$ cat config.mk
export PLATFORM = sky130hd
export DESIGN_NAME = glr_receiver
export DESIGN_NICKNAME = d
export VERILOG_FILES = /design/src/glr_pkg.sv /design/src/glr_receiver.sv /design/src/glr_sync.sv /design/src/glr_buf2.sv
export SDC_FILE = /design/constraint.sdc
export NUM_CORES = 2
export LEC_CHECK = 0
export ABC_AREA = 1
export BUFFER_PORTS_ARGS = -buffer_cell sky130_fd_sc_hd__buf_2
export CAP_MARGIN = 30
export CORE_MARGIN = 1.5
export CORE_UTILIZATION = 40
export CTS_BUF_LIST = sky130_fd_sc_hd__clkbuf_4 sky130_fd_sc_hd__clkbuf_8 sky130_fd_sc_hd__clkbuf_16
export DETAILED_ROUTE_END_ITERATION = 12
export SLEW_MARGIN = 0
export SYNTH_ARGS = -nofsm -noshare
export SYNTH_HDL_FRONTEND = slang
export SYNTH_SLANG_ARGS = --single-unit
export TNS_END_PERCENT = 5
$ cat constraint.sdc
create_clock -name CLK_SYS -period 15.47 [get_ports CLK_SYS]
set_input_delay 0 -clock CLK_SYS [delete_from_list [all_inputs] [get_ports CLK_SYS]]
set_output_delay 0 -clock CLK_SYS [all_outputs]
set_load 0.1 [all_outputs]
$ cat src/glr_pkg.sv
package glr_pkg;
  localparam int LEN_W = 16;
  localparam logic [7:0] TERM0_RST = 8'h0A;
  localparam logic [7:0] TERM1_RST = 8'h0D;
  localparam logic [7:0] TERM2_RST = 8'h2C;
  localparam logic [7:0] TERM3_RST = 8'h3B;
  localparam logic [7:0] CR_CHAR = 8'h0D;
  localparam logic [7:0] NULL_CHAR = 8'h00;
  localparam int STAT_TIMEOUT_BIT = 3;
  localparam int STAT_OVERFLOW_BIT = 2;
  localparam int STAT_NOT_LISTEN_BIT = 1;
  localparam int TIMEOUT_US = 10000;
  localparam int CLK_MHZ = 100;
  localparam int TIMEOUT_CYC = TIMEOUT_US * CLK_MHZ;
  localparam int TIMEOUT_W = 32;
  typedef enum logic [2:0] {
    ST_IDLE, ST_RUN, ST_NULL, ST_DONE
  } glr_state_t;
endpackage

$ cat src/glr_receiver.sv
`timescale 1ns/1ps
`default_nettype none
// Listener receive engine: takes talker bytes through an acceptor
// handshake and writes the stored string into a byte memory.
module glr_receiver #(
  parameter int DEPTH = 256,
  parameter int TIMEOUT = glr_pkg::TIMEOUT_CYC
) (
  input wire logic CLK_SYS,
  input wire logic RESET,
  // Receive request from host software
  input wire logic STRING_RECEIVE_REQUEST,
  input wire logic [glr_pkg::LEN_W-1:0] MAX_LEN,
  input wire logic TERM_SEL_VALID,
  input wire logic [1:0] TERM_SEL,
  input wire logic LISTENER_ADDRESSED,
  // Terminator slot write
  input wire logic INPUT_TERMINATOR_SETUP,
  input wire logic [1:0] TERM_SLOT,
  input wire logic [7:0] TERM_CHAR,
  // Talker side, asynchronous pins
  input wire logic [7:0] BUS_DATA,
  input wire logic BUS_DAV,
  input wire logic BUS_EOI,
  output logic BUS_NRFD,
  output logic BUS_NDAC,
  // Result
  output logic DONE,
  output logic BUSY,
  output logic [glr_pkg::LEN_W-1:0] RESULT_LEN,
  output logic [7:0] STATUS,
  // Buffer read port
  input wire logic [glr_pkg::LEN_W-1:0] RD_ADDR,
  output logic [7:0] RD_DATA
);
  // ----------------------------------------
  // Pin synchronisers
  // ----------------------------------------
  logic [9:0] pin_s;
  glr_sync #(.W(10)) u_sync (
    .clk(CLK_SYS),
    .rst(RESET),
    .d({BUS_EOI, BUS_DAV, BUS_DATA}),
    .q(pin_s)
  );
  logic dav_s, eoi_s;
  logic [7:0] data_s;
  assign dav_s = pin_s[8];
  assign eoi_s = pin_s[9];
  assign data_s = pin_s[7:0];

  // ----------------------------------------
  // Terminator slots
  // ----------------------------------------
  logic [7:0] term_q [4];
  logic [7:0] term_d [4];
  localparam logic [7:0] TERM_RST [4] = '{glr_pkg::TERM0_RST,
    glr_pkg::TERM1_RST, glr_pkg::TERM2_RST, glr_pkg::TERM3_RST};
  always_comb begin
    term_d = term_q;
    if (INPUT_TERMINATOR_SETUP) begin
      term_d[TERM_SLOT] = TERM_CHAR;
    end
  end
  for (genvar i = 0; i < 4; i++) begin : g_term
    always_ff @(posedge CLK_SYS or posedge RESET) begin
      if (RESET) begin
        term_q[i] <= TERM_RST[i];
      end else begin
        term_q[i] <= term_d[i];
      end
    end
  end

  // ----------------------------------------
  // Acceptor handshake, byte capture
  // ----------------------------------------
  // Byte and EOI travel together so a stalled store loses nothing.
  logic hs_valid, hs_ready, st_valid, st_ready;
  logic [8:0] st_data;
  logic hs_q, hs_d; // 1 = byte taken, waiting for DAV release
  logic listen_q, listen_d;
  glr_pkg::glr_state_t st_q, st_d;
  always_comb begin
    hs_d = hs_q;
    hs_valid = 1'b0;
    if (!hs_q) begin
      if (dav_s && hs_ready && listen_q) begin
        hs_valid = 1'b1;
        hs_d = 1'b1;
      end
    end else if (!dav_s) begin
      hs_d = 1'b0;
    end
  end
  glr_buf2 #(.W(9)) u_buf (
    .clk(CLK_SYS),
    .rst(RESET),
    .in_valid(hs_valid),
    .in_ready(hs_ready),
    .in_data({eoi_s, data_s}),
    .out_valid(st_valid),
    .out_ready(st_ready),
    .out_data(st_data)
  );

  // ----------------------------------------
  // Receive control
  // ----------------------------------------
  logic [7:0] mem [DEPTH];
  logic [glr_pkg::LEN_W-1:0] cnt_q, cnt_d, max_q, max_d;
  logic [7:0] term_chr_q, term_chr_d;
  logic [2:0] stat_q, stat_d; // timeout, overflow, not listener
  logic [glr_pkg::TIMEOUT_W-1:0] wait_q, wait_d;
  logic done_q, done_d;
  logic wr_en;
  logic [glr_pkg::LEN_W-1:0] wr_addr;
  logic [7:0] wr_data;
  logic is_term, is_cr, is_eoi;
  always_comb begin
    st_d = st_q;
    cnt_d = cnt_q;
    max_d = max_q;
    term_chr_d = term_chr_q;
    stat_d = stat_q;
    wait_d = wait_q;
    done_d = 1'b0;
    listen_d = 1'b0;
    st_ready = 1'b0;
    wr_en = 1'b0;
    wr_addr = cnt_q;
    wr_data = st_data[7:0];
    is_eoi = st_data[8];
    is_term = (st_data[7:0] == term_chr_q);
    is_cr = (st_data[7:0] == glr_pkg::CR_CHAR);
    unique case (st_q)
      glr_pkg::ST_IDLE: begin
        st_ready = 1'b1; // Flush stale bytes
        if (STRING_RECEIVE_REQUEST) begin
          cnt_d = '0;
          max_d = MAX_LEN;
          wait_d = '0;
          term_chr_d = TERM_SEL_VALID ? term_q[TERM_SEL] : term_q[0];
          if (!LISTENER_ADDRESSED) begin
            stat_d = 3'b001;
            st_d = glr_pkg::ST_NULL;
          end else begin
            stat_d = 3'b000;
            st_d = (MAX_LEN == '0) ? glr_pkg::ST_NULL : glr_pkg::ST_RUN;
          end
        end
      end
      glr_pkg::ST_RUN: begin
        listen_d = 1'b1;
        st_ready = 1'b1;
        wait_d = wait_q + 1'b1;
        if (st_valid) begin
          wait_d = '0;
          if (!(is_cr || is_term)) begin
            wr_en = 1'b1;
            cnt_d = cnt_q + 1'b1;
          end
          if (is_term || is_eoi) begin
            st_d = glr_pkg::ST_NULL;
            listen_d = 1'b0;
          end else if (!(is_cr || is_term) && cnt_q + 1'b1 == max_q) begin
            stat_d[1] = 1'b1;
            st_d = glr_pkg::ST_NULL;
            listen_d = 1'b0;
          end
        end else if (wait_q >= TIMEOUT - 1) begin
          stat_d[2] = 1'b1;
          st_d = glr_pkg::ST_NULL;
          listen_d = 1'b0;
        end
      end
      glr_pkg::ST_NULL: begin
        wr_en = 1'b1;
        wr_data = glr_pkg::NULL_CHAR;
        st_d = glr_pkg::ST_DONE;
      end
      glr_pkg::ST_DONE: begin
        done_d = 1'b1;
        st_d = glr_pkg::ST_IDLE;
      end
      default: st_d = glr_pkg::ST_IDLE;
    endcase
  end
  always_ff @(posedge CLK_SYS) begin
    if (wr_en) begin
      mem[wr_addr[$clog2(DEPTH)-1:0]] <= wr_data;
    end
  end
  logic [7:0] rd_q;
  always_ff @(posedge CLK_SYS) begin
    rd_q <= mem[RD_ADDR[$clog2(DEPTH)-1:0]];
  end
  always_ff @(posedge CLK_SYS or posedge RESET) begin
    if (RESET) begin
      st_q <= glr_pkg::ST_IDLE;
      cnt_q <= '0;
      max_q <= '0;
      term_chr_q <= glr_pkg::TERM0_RST;
      stat_q <= 3'b000;
      wait_q <= '0;
      done_q <= 1'b0;
      hs_q <= 1'b0;
      listen_q <= 1'b0;
    end else begin
      st_q <= st_d;
      cnt_q <= cnt_d;
      max_q <= max_d;
      term_chr_q <= term_chr_d;
      stat_q <= stat_d;
      wait_q <= wait_d;
      done_q <= done_d;
      hs_q <= hs_d;
      listen_q <= listen_d;
    end
  end

  // ----------------------------------------
  // Outputs
  // ----------------------------------------
  logic nrfd_q, ndac_q, busy_q;
  always_ff @(posedge CLK_SYS or posedge RESET) begin
    if (RESET) begin
      nrfd_q <= 1'b1;
      ndac_q <= 1'b1;
      busy_q <= 1'b0;
    end else begin
      nrfd_q <= !(listen_d && hs_ready && !hs_d);
      ndac_q <= !hs_d;
      busy_q <= (st_d != glr_pkg::ST_IDLE);
    end
  end
  assign BUS_NRFD = nrfd_q;
  assign BUS_NDAC = ndac_q;
  assign BUSY = busy_q;
  assign DONE = done_q;
  assign RESULT_LEN = cnt_q;
  assign STATUS = {4'h0, stat_q[2], stat_q[1], stat_q[0], 1'b0};
  assign RD_DATA = rd_q;
endmodule // glr_receiver
`default_nettype wire

$ cat src/glr_sync.sv
`timescale 1ns/1ps
`default_nettype none
module glr_sync #(
  parameter int W = 1
) (
  input wire logic clk,
  input wire logic rst,
  input wire logic [W-1:0] d,
  output logic [W-1:0] q
);
  logic [W-1:0] s1_q;
  logic [W-1:0] s2_q;
  always_ff @(posedge clk or posedge rst) begin
    if (rst) begin
      s1_q <= '0;
      s2_q <= '0;
    end else begin
      s1_q <= d;
      s2_q <= s1_q;
    end
  end
  assign q = s2_q;
endmodule // glr_sync
`default_nettype wire

$ cat src/glr_buf2.sv
`timescale 1ns/1ps
`default_nettype none
module glr_buf2 #(
  parameter int W = 8
) (
  input wire logic clk,
  input wire logic rst,
  input wire logic in_valid,
  output logic in_ready,
  input wire logic [W-1:0] in_data,
  output logic out_valid,
  input wire logic out_ready,
  output logic [W-1:0] out_data
);
  // ----------------------------------------
  // Two-entry buffer
  // ----------------------------------------
  logic [W-1:0] mem_q [2];
  logic [W-1:0] mem_d [2];
  logic wp_q, wp_d, rp_q, rp_d;
  logic [1:0] cnt_q, cnt_d;
  logic push, pop;
  always_comb begin
    push = in_valid && (cnt_q != 2'h2);
    pop = out_ready && (cnt_q != 2'h0);
    mem_d = mem_q;
    if (push) begin
      mem_d[wp_q] = in_data;
    end
    wp_d = wp_q ^ push;
    rp_d = rp_q ^ pop;
    cnt_d = cnt_q + {1'b0, push} - {1'b0, pop};
  end
  always_ff @(posedge clk or posedge rst) begin
    if (rst) begin
      mem_q[0] <= '0;
      mem_q[1] <= '0;
      wp_q <= 1'b0;
      rp_q <= 1'b0;
      cnt_q <= 2'h0;
    end else begin
      mem_q <= mem_d;
      wp_q <= wp_d;
      rp_q <= rp_d;
      cnt_q <= cnt_d;
    end
  end
  assign in_ready = (cnt_q != 2'h2);
  assign out_valid = (cnt_q != 2'h0);
  assign out_data = mem_q[rp_q];
endmodule // glr_buf2
`default_nettype wire

# == Word level (Yosys, flattened, before mapping) ==
# Memory sizes are Yosys's and may differ from the RTL's. A register that Yosys moved wholly into a read port is not among the register bits.
# Cells that the tools add are included.
# word_totals
ff_bits,158
ram_bits,2048
output_inout_bits,36
mem_count,1
# memory_table
name,words,word_bits,rd,rd_clocked_by_memory_dff,write_ports,line,text
mem,256,8,1,1,1,glr_receiver.sv:110,logic [7:0] mem [DEPTH];
# op_classes
add_sub_neg,4
order_cmp,7
eq_ne,14
mux,53
n_bitwise,6
n_reduce_logical,25
# op_table
operator,n
$mux 32,2
$pmux 32 s2,1
$mux 16,3
$mux 8,5
$mux 9,4
$add 32x1->32 const B,1
$bwmux 32,1
$ge 32x20->1 const B,1
$pmux 16 s2,1
$mux 1,21
$bwmux 18,1
$mux 3,6
$add 16x1->16 const B,1
$bmux 8 s2,1
$demux 8 s2,1
$eq 16x16->1,1
$logic_not 16->1,1
$ne 2x2->1 const B,8
$demux 9 s1,1
$logic_and 1x1->1,9
$pmux 3 s3,1
$eq 8x4->1 const B,1
$eq 8x8->1,1
$reduce_and 4->1,2
other kinds (22),34

# == Logic depth before layout (Yosys ltp) ==
# depth
ltp_word,15
ltp_mapped,17
depth_no_buf,17

# == By module ==
# A second synthesis with hierarchy kept.
# hier_totals
hier_cells,7448
area_unflattened_um2,89646.0
# by_module_without_submodules
mod,n_inst,cells_per_inst,area_each_um2,seq_area_each_um2
glr_receiver,1,7297,88084.5,64583.2
glr_buf2,1,130,1057.3,550.5
glr_sync,1,21,504.2,500.5

# == Least setup slack after synthesis ==
# Ideal clock, no wire load.
# synth_path
path_type,reg-to-reg
startpoint,register u_buf.rp_q
endpoint,"memory mem[0][5], data pin"
t_arrival_ns,7.488
slack_ns,6.408
path_stages_with_launch,4
path_buffers,0
period_less_slack_ns,9.062
cell_sequence,dfrtp_1 -> inv_2 -> nand2_1 -> a21oi_1
# synth_between
elab_chain_len,5
# synth_rtl
item,line,text
"start, declared",glr_buf2.sv:20,"logic wp_q, wp_d, rp_q, rp_d;"
"start signal, assigned",glr_buf2.sv:44,rp_q <= rp_d;
$not 1->2 (implied by the code),glr_buf2.sv:50,assign out_data = mem_q[rp_q];
$mux 9 (implied by the code) (3 in a row),glr_buf2.sv:50,
$mux 8,glr_receiver.sv:136,unique case (st_q)
net wr_data[5],glr_receiver.sv:118,logic [7:0] wr_data;
"end, declared",glr_receiver.sv:110,
# The timed path passes the listed nets, and every way through them passes these cells. The select of a mux whose other input is x is not followed.

# == Final worst setup path ==
# layout_path
startpoint,register st_q[2]
endpoint,"memory mem[25][1], enable pin"
# layout_between
elab_chain_len,4
word_cells_on_any_way,5
classes_between,eq/ne (2); mux (3)
# layout_rtl
item,line,text
"start, declared",glr_receiver.sv:83,"glr_pkg::glr_state_t st_q, st_d;"
"start signal, assigned",glr_receiver.sv:200,st_q <= glr_pkg::ST_IDLE;
"start signal, assigned",glr_receiver.sv:210,st_q <= st_d;
$eq 3x2->1 or $eq 3x1->1 (tied branches),glr_receiver.sv:136,
$pmux 1 s2 *,glr_receiver.sv:136,
$mux 1 *,glr_receiver.sv:190,if (wr_en) begin
$mux 1 (implied by the code) *,glr_receiver.sv:191,mem[wr_addr[$clog2(DEPTH)-1:0]] <= wr_data;
# Mark *: on every way between the ends. The rest lies on a longest branch, timed or not.

==> metrics.md <==
| Metric | Value |
|---|---|
| Detailed-route DRC error count | 0 |
| Max rail drop VDD | around 0.24 mV |
| Mapped Cells | approximately 7400 |
| Final setup violation count | 0 |
| CTS H-tree depth | 4 |
| CTS tree | yes |
| TritonCTS Buffers | 218 |
| Vias | 58900 |
| TNS Setup | 0 ns |
| Reg area | between 60000 and 70000 um^2 |
| Worst-Margin Slew | ~1.1 ns |
| Synthesized area per cell | around 12 um^2 |
| R2r worst-path depth | 13 |
| WP data required | 15.95 ns |
| First-pass GRT wire length | between 300 and 400 mm |
| Clk buf depth | 3 |
| P per Cell Area | ~150 nW/um^2 |
| Worst Hold Depth | 6 |
| CP Data Arrival Time | just over 6 ns |
| CP startpoint kind | flop |
| Overall Global Routing Usage | about a fifth |
| Sequential area share after synthesis | 73.3% |
| Hpwl dp | approximately 130 mm |
| Yosys warning count | 0 |
| Synthesized cell area | around 90000 um^2 |
| Worst Hold End | st_q[0]$_DFF_PP0_ |
| Hold Path Class | input port to flop |
| Max-cap violations | 0 |
| Worst Setup Path Type | flop to flop |
| CP Max Fanout | 20 |
| Root Driver | clkbuf_16 |
| Skew-Pair Late Insertion Delay | between 0.8 and 0.9 ns |
| Relative slew margins | 27.2% |
| Worst r2r dst | mem[25][1]$_DFFE_PP_ |
| PortBufs | 82 |
| Buf/Inv on CP | 4 |
| Row cnt | 173 |
| Beginning of the worst hold path | LISTENER_ADDRESSED |
| Avg WL per Cell | around 23 um |
| Layout area overhead | 12.8% |
| Total power | roughly 15 mW |
| Vias in the first global route | about 57000 |
| Initial antenna violation count | 5 |
| Area of the multi-input gates | around 21000 um^2 |
| Clock Skews | ~0.047 ns |
| Synth Register Bits | 2214 |
| Gr ovfl total | 0 |
| Vias per inst | 5.56 |
| Final RePlAce weighted congestion | 0.873 |
| Die width | ~480 um |
| Total Wirelength | between 200 and 250 mm |
| RSZ-0062 raised after global routing | false |
| Die Area | around 230000 um^2 |
| Critical Path Max Stage Delay | around 1.1 ns |
| Yosys cell types | between 40 and 50 |
| CP top delay family | simple AND/OR/NAND/NOR gates |
| Layout cells sized above 1 | 7.88% |
| Fill count | ~20000 |
| Die height | around 480 um |
| Endpoints failing hold | 0 |
| Cells along the critical path | nor2_1, inv_1, nor2_1, buf_4, inv_1, nor2_1, inv_1, o21ai_1, a21oi_2, nand2_2, nand2_4, nand4_4, nor2_1 |
| Final Core Density | roughly 45% |
| CP dominant cell by count | nor2_1 |
| Final period utilization | a little under two fifths |
| Reg2reg start | st_q[2]$_DFF_PP0_ |
| DR pass1 iterations | 6 |
| Slowest-stage cell, CP | nor2_1 |
| Final #Nets | around 7500 |
| CP Capture Type | flop |
| R2R Setup Slk | 9.75 ns |
| Clock Sinks | about 2200 |
| Largest net degree at the start of global routing | approximately 200 |
| Origin of the worst setup path | st_q[2]$_DFF_PP0_ |
| Antenna-violating nets left | 0 |
| F_max | between 150 and 200 MHz |
| Min Tclk post-route | 5.72 ns |
| I/O Pins | between 90 and 100 |
| Core area | between 200000 and 250000 um^2 |
| Clk slew on worst S/H paths | 0.06 ns |
| Initial core utilization | 40.3% |
| Slew Limit Fails | 0 |
| 1st-iter DRT viols | 6367 |
| Leakage power total | around 34 nW |
| Status | completed |
[cells by family after synthesis]
logic type	after synthesis	share of synthesized area [%]
AO/OA/AOI/OAI	1692	10.3
AND/OR/NAND/NOR	2833	13.1
buffers and inverters	663	3.00
flip-flops	2214	73.3
other	1	0.00419
multiplexers	7	0.0881
XOR/XNOR	13	0.127
adder cells (fa/ha/maj)	9	0.126
[registers in the layout, indices dropped and copies added, names as in the netlist, 8 cells and up]
name / count
wait_q: 32
RESULT_LEN: 16
term_chr_q: 8
term_q: 32
mem: 2048
RD_DATA: 8
u_sync.q: 10
max_q: 16
u_sync.s1_q: 10
u_buf.mem_q: 18
[metrics by stage]
stage / cells / hold slack (ns) / setup slack [ns] / instance area (um^2)
2_1_floorplan: 7437 / 0.0314 / 6.41 / 89500
3_5_place_dp: 10100 / 0.109 / 9.59 / 92600
5_1_grt: 10600 / 0.0794 / 9.57 / 101000
3_3_place_gp: 10100 / 0.112 / 9.60 / 92400
4_1_cts: 10600 / 0.0164 / 9.58 / 101000
6_report: 10600 / 0.0784 / 9.75 / 101000
[report_power, final]
group          switching [mW]  internal, mW
sequential             0.0563          7.67
combinational            1.83         0.368
clock                    2.27          3.11
[what timing repair did]
item	in CTS	in global routing
hold buffers	99	0
hold endpoints to repair	186	0
setup buffers	0	0
resized for setup	0	0
[synthesized netlist by cell type (all sizes together)]
cell	count	area (um^2)
a32o	1	10.0
o21ai	1128	5650
nor4	13	81.3
o22ai	531	3320
dfstp	17	447
conb	1	3.75
dfxtp	8	160
nand4	41	377
inv	144	541
nand3	577	2890
o31ai	4	30.0
xor2	10	87.6
o21bai	1	7.51
o32ai	4	35.0
clkbuf	382	1430
buf	134	698
nand3b	4	30.0
a21o	1	7.51
o21a	1	7.51
ha	9	113
dfrtp	141	3530
clkinv	3	11.3
and2	9	56.3
edfxtp	2048	61500
nor2	1357	5100
a21oi	12	63.8
or2	1	6.26
nand2	815	3070
mux2	7	78.8
o211ai	9	67.6
xnor2	3	26.3
nor3b	2	15.0
nor3	14	70.1
[worst register-to-register path: stages (launching register included)]
cell	delay, ns
dfrtp_1	0.38
nor2_1	0.05
inv_1	0.09
nor2_1	0.05
buf_4	0.18
inv_1	0.20
nor2_1	0.10
inv_1	0.42
o21ai_1	0.17
a21oi_2	0.77
nand2_2	0.46
nand2_4	0.42
nand4_4	0.89
nor2_1	1.14
[cell type report]
class / instances / area share (%)
diodes: 2 / 0.00496
clock buffers: 267 / 5.83
clock inverters: 145 / 1.42
inverters: 147 / 0.576
multi-input cells: 4560 / 21.1
flip-flops and latches: 2214 / 65.0
well taps: 2975 / 3.69
repair buffers: 277 / 2.41
[routing by layer]
| metal | share of wire, % | global-route usage, % | wire length (um) | vias up |
|---|---|---|---|---|
| met4 | 3.6 | 7.93 | 8800 | 0 |
| met3 | 7.1 | 3.51 | 17200 | 442 |
| met5 | 0 | 0 | 0 | - |
| met2 | 48 | 34.2 | 115000 | 2199 |
| met1 | 42 | 28.1 | 100000 | 29200 |
| li1 | - | - | - | 27000 |
[cells in the final DEF, fill, tap and decap left out, types with 5 or more instances in the layout]
cell type	instances
buf_4	78
buf_12	14
clkbuf_16	219
conb_1	6
clkinv_2	55
nand3_1	577
o211ai_1	9
and2_1	9
clkbuf_8	8
xor2_1	10
dfstp_2	17
nor2_1	1350
dfrtp_1	141
nor3_1	13
ha_1	9
bufinv_16	24
nor2_4	6
buf_16	5
inv_1	138
dlygate4sd3_1	99
nand4_1	33
mux2_2	7
clkinvlp_4	9
clkinv_1	46
o21ai_0	1127
buf_2	78
dfxtp_1	8
nand4_4	8
clkbuf_4	40
nor4_1	13
edfxtp_1	2048
nand2_1	812
o22ai_1	531
a21oi_1	9
[worst max path at each step]
stage / cells past startpoint / slack (ns) / endpoint
floorplan: 3 / 6.41 / mem[0][5]$_DFFE_PP_
global placement: 13 / 9.60 / mem[25][3]$_DFFE_PP_
detailed placement: 13 / 9.59 / mem[24][3]$_DFFE_PP_
CTS: 13 / 9.58 / mem[24][1]$_DFFE_PP_
global route: 14 / 9.57 / mem[25][0]$_DFFE_PP_
finish: 13 / 9.75 / mem[25][1]$_DFFE_PP_
(Power assumes the default switching activity.)
